[config.mk]
export PLATFORM = sky130hd
export DESIGN_NAME = sbsc_top
export DESIGN_NICKNAME = d
export VERILOG_FILES = /design/src/core/sbsc_pkg.sv /design/src/core/sbsc_burst_if.sv /design/src/core/sbsc_burst_gen.sv /design/src/core/sbsc_top.sv
export SDC_FILE = /design/constraint.sdc
export NUM_CORES = 2
export LEC_CHECK = 0
export BUFFER_PORTS_ARGS = -buffer_cell sky130_fd_sc_hd__buf_2
export CELL_PAD_IN_SITES_DETAIL_PLACEMENT = 0
export CELL_PAD_IN_SITES_GLOBAL_PLACEMENT = 1
export CORE_MARGIN = 1
export CORE_UTILIZATION = 45
export CTS_CLUSTER_DIAMETER = 100
export DETAILED_ROUTE_END_ITERATION = 8
export HOLD_SLACK_MARGIN = 0.08
export PLACE_DENSITY_LB_ADDON = 0.1
export SETUP_SLACK_MARGIN = 0.2
export SLEW_MARGIN = 30
export SYNTH_ARGS = -nofsm -noshare
export SYNTH_HDL_FRONTEND = slang
export SYNTH_HIERARCHICAL = 1
export SYNTH_SLANG_ARGS = --single-unit
[constraint.sdc]
create_clock -name CLK -period 5.5 [get_ports CLK]
set_clock_uncertainty 0.1 [all_clocks]
set_input_delay 0.275 -clock CLK [delete_from_list [all_inputs] [get_ports CLK]]
set_output_delay 0.275 -clock CLK [all_outputs]
set_load 0.01 [all_outputs]
[src/core/sbsc_pkg.sv]
package sbsc_pkg;
   localparam int ADDR_W = 8;
   localparam int DATA_W = 8;
   localparam int DEPTH = 256;
   localparam int BURST_W = 2;
   localparam logic [1:0] BURST_LAST = 2'h3;
   localparam logic [1:0] SLEEP_LAT = 2'h2;
   localparam logic [ADDR_W-1:0] ADDR_RST = 8'h00;
   localparam logic [DATA_W-1:0] DATA_RST = 8'h00;
   localparam logic [2:0] CMD_NONE = 3'h0;
   // sleep exit recovery, host-side limit only
   localparam int SLEEP_EXIT_NS = 100;
   localparam int CLK_NS = 50;
   localparam int SLEEP_EXIT_CYC = (SLEEP_EXIT_NS + CLK_NS - 1) / CLK_NS;
   typedef enum logic [1:0] {
      SB_ACTIVE = 2'b00,
      SB_ENTER = 2'b01,
      SB_SLEEP = 2'b10
   } sbsc_pwr_t;
endpackage

[src/core/sbsc_burst_if.sv]
`timescale 1ns/100ps
interface sbsc_burst_if;
   import sbsc_pkg::*;
   logic load;
   logic step;
   logic order;
   logic [ADDR_W-1:0] ext_addr;
   logic [ADDR_W-1:0] cur_addr;
   modport ctl (output load, output step, output order, output ext_addr, input cur_addr);
   modport gen (input load, input step, input order, input ext_addr, output cur_addr);
endinterface

[src/core/sbsc_burst_gen.sv]
`timescale 1ns/100ps
module sbsc_burst_gen
   import sbsc_pkg::*;
(
   input wire logic clk,
   input wire logic rst,
   sbsc_burst_if.gen bi
);
   logic [ADDR_W-1:0] base_r;
   logic [ADDR_W-1:0] base_nxt;
   logic [BURST_W-1:0] cnt_r;
   logic [BURST_W-1:0] cnt_nxt;
   logic [BURST_W-1:0] lin_low;
   logic [BURST_W-1:0] ilv_low;
   logic [BURST_W-1:0] low_sel;

   // ----------------------------
   // next-address arithmetic
   // ----------------------------
   assign lin_low = base_nxt[BURST_W-1:0] + cnt_nxt;
   assign ilv_low = base_nxt[BURST_W-1:0] ^ cnt_nxt;
   assign low_sel = bi.order ? ilv_low : lin_low;
   assign bi.cur_addr = {base_nxt[ADDR_W-1:BURST_W], low_sel};
   assign base_nxt = bi.load ? bi.ext_addr : base_r;
   assign cnt_nxt = bi.load ? '0 : (bi.step ? cnt_r + 2'h1 : cnt_r);

   always_ff @(posedge clk) begin
      if (rst) begin
         base_r <= ADDR_RST;
         cnt_r <= '0;
      end else begin
         base_r <= base_nxt;
         cnt_r <= cnt_nxt;
      end
   end
endmodule

[src/core/sbsc_top.sv]
// Function
// - a clock edge with the step select high during a selected burst advances the burst counter and uses its address.
// - a low step select loads the external address as the burst start.
// - after four addresses the counter wraps so the fifth repeats the first.
// - order select low gives linear order, high gives interleaved order.
// - linear adds the step modulo four, interleaved XORs the step with the low bits.
// - bypass low is flow-through, high (pulled up) is pipelined.
// - sleep request defaults low and places the device asleep on the fourth clock edge after rising.
// - sleep keeps memory contents and all control state but the read pipeline flags, which it clears.
// - asleep the device is deselected, ignores inputs and floats its data outputs.
// - sleep request is asynchronous, active high, and sleep lasts while it stays high.
// - the burst counter is two bits and acts on the low address bits.
// - clock gate high makes the device ignore the edge for accesses and hold their state; sleep entry and exit still proceed.
// - flow-through read latency is one cycle shorter than pipelined.
`timescale 1ns/100ps
module sbsc_top
   import sbsc_pkg::*;
(
   input wire logic CLK,
   input wire logic RST,
   input wire logic CLOCK_GATE_N,
   input wire logic SELECT,
   input wire logic WRITE_N,
   input wire logic COUNTER_STEP_SELECT,
   input wire logic ORDER_SELECT,
   input wire logic OUTPUT_STAGE_BYPASS,
   input wire logic SLEEP_REQUEST,
   input wire logic [ADDR_W-1:0] ADDR,
   input wire logic [DATA_W-1:0] DQ_IN,
   output logic [DATA_W-1:0] DQ_OUT,
   output logic DQ_OE,
   output logic SLEEPING
);
   sbsc_burst_if bif ();

   // ----------------------------
   // state and pipeline registers
   // ----------------------------
   logic sleep_s1_r;
   logic sleep_s2_r;
   sbsc_pwr_t pwr_r;
   sbsc_pwr_t pwr_nxt;
   logic [1:0] slp_cnt_r;
   logic [1:0] slp_cnt_nxt;
   logic active_r;
   logic active_nxt;
   logic [DATA_W-1:0] mem_r [DEPTH];
   logic rd1_r;
   logic rd2_r;
   logic [DATA_W-1:0] rdat1_r;
   logic [DATA_W-1:0] rdat2_r;
   logic wr1_r;
   logic wr2_r;
   logic [ADDR_W-1:0] wa1_r;
   logic [ADDR_W-1:0] wa2_r;
   logic go;
   logic awake;
   logic new_cmd;
   logic cont_cmd;
   logic acc;
   logic is_rd;
   logic is_wr;
   logic ft_mode;
   logic wr_commit;
   logic [ADDR_W-1:0] wr_addr;
   logic [DATA_W-1:0] dq_nxt;
   logic oe_nxt;
   logic sleep_nxt;

   // ----------------------------
   // sleep request synchroniser and power state
   // ----------------------------
   always_ff @(posedge CLK) begin
      if (RST) begin
         sleep_s1_r <= 1'b0;
         sleep_s2_r <= 1'b0;
      end else begin
         sleep_s1_r <= SLEEP_REQUEST;
         sleep_s2_r <= sleep_s1_r;
      end
   end

   always_comb begin
      pwr_nxt = pwr_r;
      slp_cnt_nxt = slp_cnt_r;
      unique case (pwr_r)
         SB_ACTIVE: begin
            slp_cnt_nxt = 2'h1;
            if (sleep_s2_r) begin
               pwr_nxt = SB_ENTER;
            end
         end
         SB_ENTER: begin
            slp_cnt_nxt = slp_cnt_r + 2'h1;
            if (!sleep_s2_r) begin
               pwr_nxt = SB_ACTIVE;
            end else if (slp_cnt_r == SLEEP_LAT - 2'h1) begin
               pwr_nxt = SB_SLEEP;
            end
         end
         SB_SLEEP: begin
            if (!sleep_s2_r) begin
               pwr_nxt = SB_ACTIVE;
            end
         end
         default: pwr_nxt = SB_ACTIVE;
      endcase
   end

   always_ff @(posedge CLK) begin
      if (RST) begin
         pwr_r <= SB_ACTIVE;
         slp_cnt_r <= 2'h1;
      end else begin
         pwr_r <= pwr_nxt;
         slp_cnt_r <= slp_cnt_nxt;
      end
   end

   // ----------------------------
   // command decode
   // ----------------------------
   assign awake = (pwr_r != SB_SLEEP);
   assign go = awake && !CLOCK_GATE_N;
   assign new_cmd = go && !COUNTER_STEP_SELECT && SELECT;
   assign cont_cmd = go && COUNTER_STEP_SELECT && active_r;
   assign acc = new_cmd || cont_cmd;
   assign is_rd = new_cmd ? WRITE_N : (cont_cmd && rd1_r);
   assign is_wr = acc && !is_rd;
   assign ft_mode = !OUTPUT_STAGE_BYPASS;
   assign active_nxt = !go ? active_r : (COUNTER_STEP_SELECT ? active_r : SELECT);

   // ----------------------------
   // burst generator
   // ----------------------------
   assign bif.load = go && !COUNTER_STEP_SELECT;
   assign bif.step = cont_cmd;
   assign bif.order = ORDER_SELECT;
   assign bif.ext_addr = ADDR;

   sbsc_burst_gen u_gen (
      .clk(CLK),
      .rst(RST),
      .bi(bif)
   );

   // ----------------------------
   // late-write commit and read stage select
   // ----------------------------
   function automatic logic stage_pick(input logic ft, input logic one, input logic two);
      return ft ? one : two;
   endfunction

   assign wr_commit = go && stage_pick(ft_mode, wr1_r, wr2_r);
   assign wr_addr = ft_mode ? wa1_r : wa2_r;
   assign dq_nxt = ft_mode ? rdat1_r : rdat2_r;
   assign sleep_nxt = (pwr_nxt == SB_SLEEP);
   assign oe_nxt = !sleep_nxt && stage_pick(ft_mode, rd1_r, rd2_r);

   // ----------------------------
   // access pipeline
   // ----------------------------
   always_ff @(posedge CLK) begin
      if (RST) begin
         active_r <= 1'b0;
         rd1_r <= 1'b0;
         rd2_r <= 1'b0;
         wr1_r <= 1'b0;
         wr2_r <= 1'b0;
         wa1_r <= ADDR_RST;
         wa2_r <= ADDR_RST;
         rdat1_r <= DATA_RST;
         rdat2_r <= DATA_RST;
      end else if (go) begin
         active_r <= active_nxt;
         rd1_r <= acc && is_rd;
         wr1_r <= is_wr;
         wa1_r <= bif.cur_addr;
         rdat1_r <= mem_r[bif.cur_addr];
         rd2_r <= rd1_r;
         wr2_r <= wr1_r;
         wa2_r <= wa1_r;
         rdat2_r <= rdat1_r;
      end else if (!awake) begin
         rd1_r <= 1'b0;
         rd2_r <= 1'b0;
      end
   end

   // ----------------------------
   // memory array
   // ----------------------------
   always_ff @(posedge CLK) begin
      if (wr_commit) begin
         mem_r[wr_addr] <= DQ_IN;
      end
   end

   // ----------------------------
   // read data outputs
   // ----------------------------
   always_ff @(posedge CLK) begin
      if (RST) begin
         DQ_OUT <= DATA_RST;
         DQ_OE <= 1'b0;
      end else begin
         if (go) begin
            DQ_OUT <= dq_nxt;
         end
         if (go || sleep_nxt) begin
            DQ_OE <= oe_nxt;
         end
      end
   end

   // ----------------------------
   // sleep status
   // ----------------------------
   assign SLEEPING = !awake;
endmodule

Word level (Yosys, flattened, before mapping) --
Memory sizes are Yosys's and may differ from the RTL's. A register that Yosys moved wholly into a read port is not among the register bits. Cells that the tools add are included.
Cells by class: reduce and logical (&&, ||, !) cells 20, bitwise gates (word level) 2, $add $sub $neg 3, eq/ne operators 6, mux-type cells 20
Operators by type and width (number):
- 2-to-1 mux 8 bit | 3
- 2-to-1 mux 2 bit | 7
- logical AND 1 bit | 10
- 2-to-1 mux 1 bit | 8
- case mux 2 bit (3 select lines) | 1
- zero test 1 bit | 5
- adder 2 x 1 -> 2 bit (second input constant) | 2
- == test 2 x 1 -> 1 bit (second input constant) | 2
- == test 2 bit (second input constant) | 2
- inequality test 2 bit (second input constant) | 2
- case mux 2 bit (2 select lines) | 1
- adder 2 bit | 1
- zero test 2 bit | 1
- logical OR 1 bit | 2
- AND reduction 2 bit | 1
- nonzero test 2 bit | 1
- bitwise XOR 2 bit | 1
- inverter 1 bit | 1
Word-level totals: flip-flop bits (word level) 54, memories 1, output and inout bits 10, memory bits (writable) 2048
Memory list:
- mem_r | depth 256, bits a word 8, rd ports 1, clocked after memory_dff 1, write ports 1, line sbsc_top.sv:47 | logic [DATA_W-1:0] mem_r [DEPTH];

Longest topological paths before layout --
word-level depth 8, depth in mapped cells 23

Cells and area by module --
Netlist, hierarchy kept.
By module, submodules not included:
- sbsc_top | seq. area each 62540.0 um2, area an instance 82063.7 um2, cells an instance 4105, instances 1
- sbsc_burst_gen | seq. area each 200.2 um2, area an instance 505.5 um2, cells an instance 48, instances 1

Worst setup path before layout --
OpenSTA, ideal clock, no wires.
path type register to register, from reg pwr_r[0], to reg rdat1_r[1] (read register of mem_r), setup time 0.133 ns, clock period less this slack 4.287 ns, cell stages (with the launch flop) 20, data required time 5.267 ns, data arrival time 4.055 ns, path slack 1.213 ns, path through dfxtp_1 -> nand2b_1 -> inv_1 -> nor2_1 -> clkbuf_1 -> nand3_1 -> inv_1 -> xnor2_1 -> nor2_1 -> ha_1 -> clkbuf_1 -> buf_4 -> buf_6 -> buf_2 -> mux4_2 -> mux4_2 -> mux2i_1 -> nor2_1 -> a2111oi_0 -> nor3b_1
On the way: word-level cells in the longest chain between the ends 8, elaborated cells on any way between the ends 11, classes of those cells add/sub (1); eq/ne (1); mux (4); bitwise (1); reduce/logical (4)
RTL lines:
- from (decl) | line sbsc_top.sv:41 | sbsc_pwr_t pwr_r;
- from (signal assigned) | line sbsc_top.sv:115 | pwr_r <= pwr_nxt;
- inequality test 2 bit (*) | line sbsc_top.sv:123 | assign awake = (pwr_r != SB_SLEEP);
- logical AND 1 bit (*) | line sbsc_top.sv:124 | assign go = awake && !CLOCK_GATE_N;
- logical AND 1 bit (*) (2 in a row) | line sbsc_top.sv:126 | assign cont_cmd = go && COUNTER_STEP_SELECT && active_r;
- via bif.step | line sbsc_burst_if.sv:5 | logic step;
- 2-to-1 mux 2 bit (*) (2 in a row) | line sbsc_burst_gen.sv:25 | assign cnt_nxt = bi.load ? '0 : (bi.step ? cnt_r + 2'h1 : cnt_r);
- via u_gen.cnt_nxt[0] | line sbsc_burst_gen.sv:12 | logic [BURST_W-1:0] cnt_nxt;
- adder 2 bit or bitwise XOR 2 bit (tied branches) | line sbsc_burst_gen.sv:20, sbsc_burst_gen.sv:21
- 2-to-1 mux 2 bit (*) | line sbsc_burst_gen.sv:22 | assign low_sel = bi.order ? ilv_low : lin_low;
- via bif.cur_addr[0] | line sbsc_burst_if.sv:8 | logic [ADDR_W-1:0] cur_addr;
- to (decl) | line sbsc_top.sv:50 | logic [DATA_W-1:0] rdat1_r;
The timed path passes the listed nets; every way through them passes the cells marked *. A chain may end at the register's enable or synchronous reset.

Worst setup path after layout --
from reg pwr_r[1], to reg rdat1_r[2] (read register of mem_r)
On the way: word-level cells in the longest chain between the ends 8, elaborated cells on any way between the ends 11, classes of those cells add/sub (1); eq/ne (1); mux (4); bitwise (1); reduce/logical (4)
RTL lines:
- inequality test 2 bit | line sbsc_top.sv:123
- logical AND 1 bit | line sbsc_top.sv:124
- logical AND 1 bit (2 in a row) | line sbsc_top.sv:126
- via bif.step | line sbsc_burst_if.sv:5
- 2-to-1 mux 2 bit (2 in a row) | line sbsc_burst_gen.sv:25
- via u_gen.cnt_nxt[0] | line sbsc_burst_gen.sv:12
- adder 2 bit | line sbsc_burst_gen.sv:20 | assign lin_low = base_nxt[BURST_W-1:0] + cnt_nxt;
- 2-to-1 mux 2 bit | line sbsc_burst_gen.sv:22
- via bif.cur_addr[1] | line sbsc_burst_if.sv:8
The timed path passes the listed nets, and every way through them passes these cells.

==> impl_metrics.py <==
metrics = {
    "global_route": {
        "grt_overflow": 0,
        "antenna_found_initial": 2,
        "grt_max_degree": 150,
        "grt_util_all_layers_pct": 24.2,
        "grt_pass1_vias": 41800,
        "grt_pass1_wl_mm": 318,
    },
    "clock_tree": {
        "htree_levels": 4,
        "cts_root_buffer": "clkbuf_16",
        "clkTransAtPathRegs_ns": 0.06,
        "cts.path.max_buffers": 3,
        "insertion_delay_ns": 0.86,
        "cts_tree": "built",
        "numCtsBuffers": 220,
        "clock_sinks": 2110,
    },
    "setup_path": {
        "end_kind": "flip-flop",
        "crit_required_ns": 6.14,
        "rr_worst_depth": 18,
        "crit_path_end": "rdat1_r[2]$_SDFFE_PP0N_",
        "cp_data_arrival_time_ns": 5.54,
        "crit_type": "flip-flop to flip-flop",
        "r2r_slack_ns": 0.60,
        "startpoint": "pwr_r[1]$_SDFF_PP0_",
        "r2r_start": "pwr_r[1]$_SDFF_PP0_",
        "cp_max_fo": 46,
        "critPathLaunchType": "flip-flop",
        "rr_endpoint": "rdat1_r[2]$_SDFFE_PP0N_",
    },
    "floorplanning": {
        "initial_core_util_pct": 45.5,
        "die_w_um": 430,
        "coreArea_mm2": 0.182,
        "ioPinCount": 35,
        "rows": 156,
        "die_h_um": 430,
        "die_area_mm2": 0.185,
    },
    "flow_run": {
        "cap_violations": 0,
    },
    "sta": {
        "finalHoldViolCount": 0,
        "fin_crit_ns": 4.90,
        "slew_viol_final": 0,
        "worst_pin_slew_ns": 1.05,
        "finalSetupViolations": 0,
        "post-route-period-util_pct": 89.2,
        "rsz0062_at_grt": "false",
        "max_freq_ghz": 0.204,
        "maxSlewHeadroom_pct": 30.0,
    },
    "routing": {
        "ant_nets": 0,
        "routedWlPerCell_um": 32.3,
        "vias": 41600,
        "dr.pass1.iters": 5,
        "drt-initial-drc-count": 4303,
        "post-route-drc-count": 0,
        "wirelength_mm": 224,
        "vias_per_cell": 6.01,
    },
    "logic_synthesis": {
        "syn_area_per_cell_um2": 19.9,
        "synthArstFlopShare_pct": 0,
        "ys_ff_latch": 2110,
        "synthesis.nets": 4180,
        "syn_inst": 4153,
        "yosysWarnings": 6,
        "synth.distinct_cells": 62,
        "synth_flop_cell": "edfxtp_1",
        "synth-edff-count": 2048,
        "yosysSeqAreaShare_pct": 76.0,
        "syn_area_mm2": 0.0826,
    },
    "pwr": {
        "p_leak_uw": 0.0286,
        "ir_drop_mv": 0.268,
        "switching_share_pct": 22.3,
        "clock_power_share_pct": 42.0,
        "seqPwrFrac_pct": 51.0,
        "comb_power_share_pct": 7.1,
        "power.switching_uw": 7730,
        "intPower_uw": 26900,
        "p_per_area_mw_per_mm2": 370,
    },
    "finish": {
        "layout.area.seq_mm2": 0.0627,
        "fillers": 14600,
        "multi_input_area_mm2": 0.0185,
        "final_cell_mix": "2048 x edfxtp_1, 425 x mux4_2, 292 x mux2i_1",
        "layout_commonest_cell": "edfxtp_1",
        "finalNetCount": 4394,
        "final_cells": 6921,
        "drive_above_1_share_pct": 22.5,
        "final_util_pct": 51.6,
        "area_delta_synth_final_pct": 13.5,
    },
    "place": {
        "gp_congestion": 0.818,
        "io_buffers": 34,
        "place_inst": 6478,
        "post-dp-hpwl_mm": 139,
    },
    "hold_path": {
        "min_path_type": "primary input to flip-flop",
    },
    "outcome": {
        "outcome": "finished clean",
    },
}
-- sequential cells by signal (all words and copies together), names as in the netlist, 2 cells and up --
| signal | cells |
|---|---|
| mem_r | 2048 |
| DQ_OUT | 8 |
| rdat1_r | 8 |
| rdat2_r | 8 |
| u_gen/base_r | 8 |
| wa1_r | 8 |
| wa2_r | 8 |
| pwr_r | 2 |
| slp_cnt_r | 2 |
| u_gen/cnt_r | 2 |
-- cell families (layout without fill, tap and decap cells) --
| group | count (synthesis) | after routing | share of synthesized area, % |
|---|---|---|---|
| other | 0 | 1 | 0 |
| muxes | 729 | 729 | 15.3 |
| adders and majority gates | 2 | 2 | 0.0303 |
| AOI/OAI and AO/OA | 419 | 419 | 3.54 |
| xor gates and xnor gates | 5 | 5 | 0.0530 |
| buffers and inverters | 268 | 665 | 1.86 |
| DFF | 2110 | 2110 | 76.0 |
| and+or+nand+nor | 620 | 620 | 3.21 |
-- timing repair --
action / CTS / global route
setup buffers: 0 / 7
hold buffers: 25 / 0
hold endpoints to repair: 957 / 0
setup endpoints to repair: 0 / 3
resized for setup: 0 / 3
-- cell usage after synthesis (all sizes together) (48+ instances only) --
library cell,count,share of area [%]
a21oi,93,0.56
o21ai,48,0.30
dfxtp,62,1.5
clkbuf,134,0.61
mux2i,292,3.5
o22ai,68,0.52
mux4,425,12
buf,127,1.2
edfxtp,2048,74
nor2,322,1.5
nand2,145,0.66
o221ai,112,1.2
-- worst max-delay path: stages (launching register included) --
cell	delay, ns
dfxtp_1	0.39
nand2b_1	0.14
inv_1	0.17
nor2_4	0.05
nand3_1	0.12
inv_1	0.08
xnor2_1	0.14
nor2_1	0.19
ha_4	0.15
nand2b_1	0.09
xnor2_2	0.44
buf_4	0.27
buf_12	0.28
buf_4	0.33
mux4_2	0.38
mux4_2	0.46
a211oi_1	0.55
or4_1	0.37
nor3b_1	0.09
-- power by group through the flow --
stage                     clock, uW  combinational (uW)  sequential, uW
final                         14500                2450           17700
after CTS                     14800                2460           17700
after global routing          15300                2580           17700
after floorplan                   0                1400           18000
after global placement            0                2420           18000
after detailed placement          0                2440           18000
-- stage by stage --
step	hold WS [ns]	total power [uW]	TNS (ns)	area, um2	worst slack, ns
6_report	0.245	34700	0	93700	0.596
5_1_grt	0.234	35600	0	93700	0.339
2_1_floorplan	0.274	19400	0	82600	1.21
3_3_place_gp	0.326	20400	-0.0413	86100	-0.0413
4_1_cts	0.188	34900	0	93400	0.228
3_5_place_dp	0.330	20500	0	86200	0.262
-- metal layers --
metal / global-route usage (%) / up-vias / wire length, um
li1: - / 17600 / -
met2: 38.9 / 1250 / 109000
met5: 0 / - / 0
met3: 3.61 / 267 / 12500
met1: 35.0 / 22400 / 97600
met4: 5.99 / 0 / 4670
-- how the worst min path moves through the flow --
stage	from	endpoint	slack (ns)	cells after the start
CTS	WRITE_N	wr1_r$_SDFFE_PP0N_	0.19	5
global route	ADDR[2]	u_gen/base_r[2]$_SDFF_PP0_	0.23	4
floorplan	DQ_IN[0]	mem_r[0][0]$_DFFE_PP_	0.27	0
detailed placement	sleep_s1_r$_SDFF_PP0_	sleep_s2_r$_SDFF_PP0_	0.33	1
finish	ADDR[2]	u_gen/base_r[2]$_SDFF_PP0_	0.24	4
global placement	sleep_s1_r$_SDFF_PP0_	sleep_s2_r$_SDFF_PP0_	0.33	1
-- area by class of cell --
class,count,share of cell area [%]
diodes,1,0.00267
clock buffers,277,6.21
clock inverters,128,1.25
inverters,7,0.0334
multi-input cells,1775,19.7
flip-flops and latches,2110,67.0
well taps,2370,3.17
repair buffers,253,2.62
No activity file was read; power rests on OpenSTA's default activity.
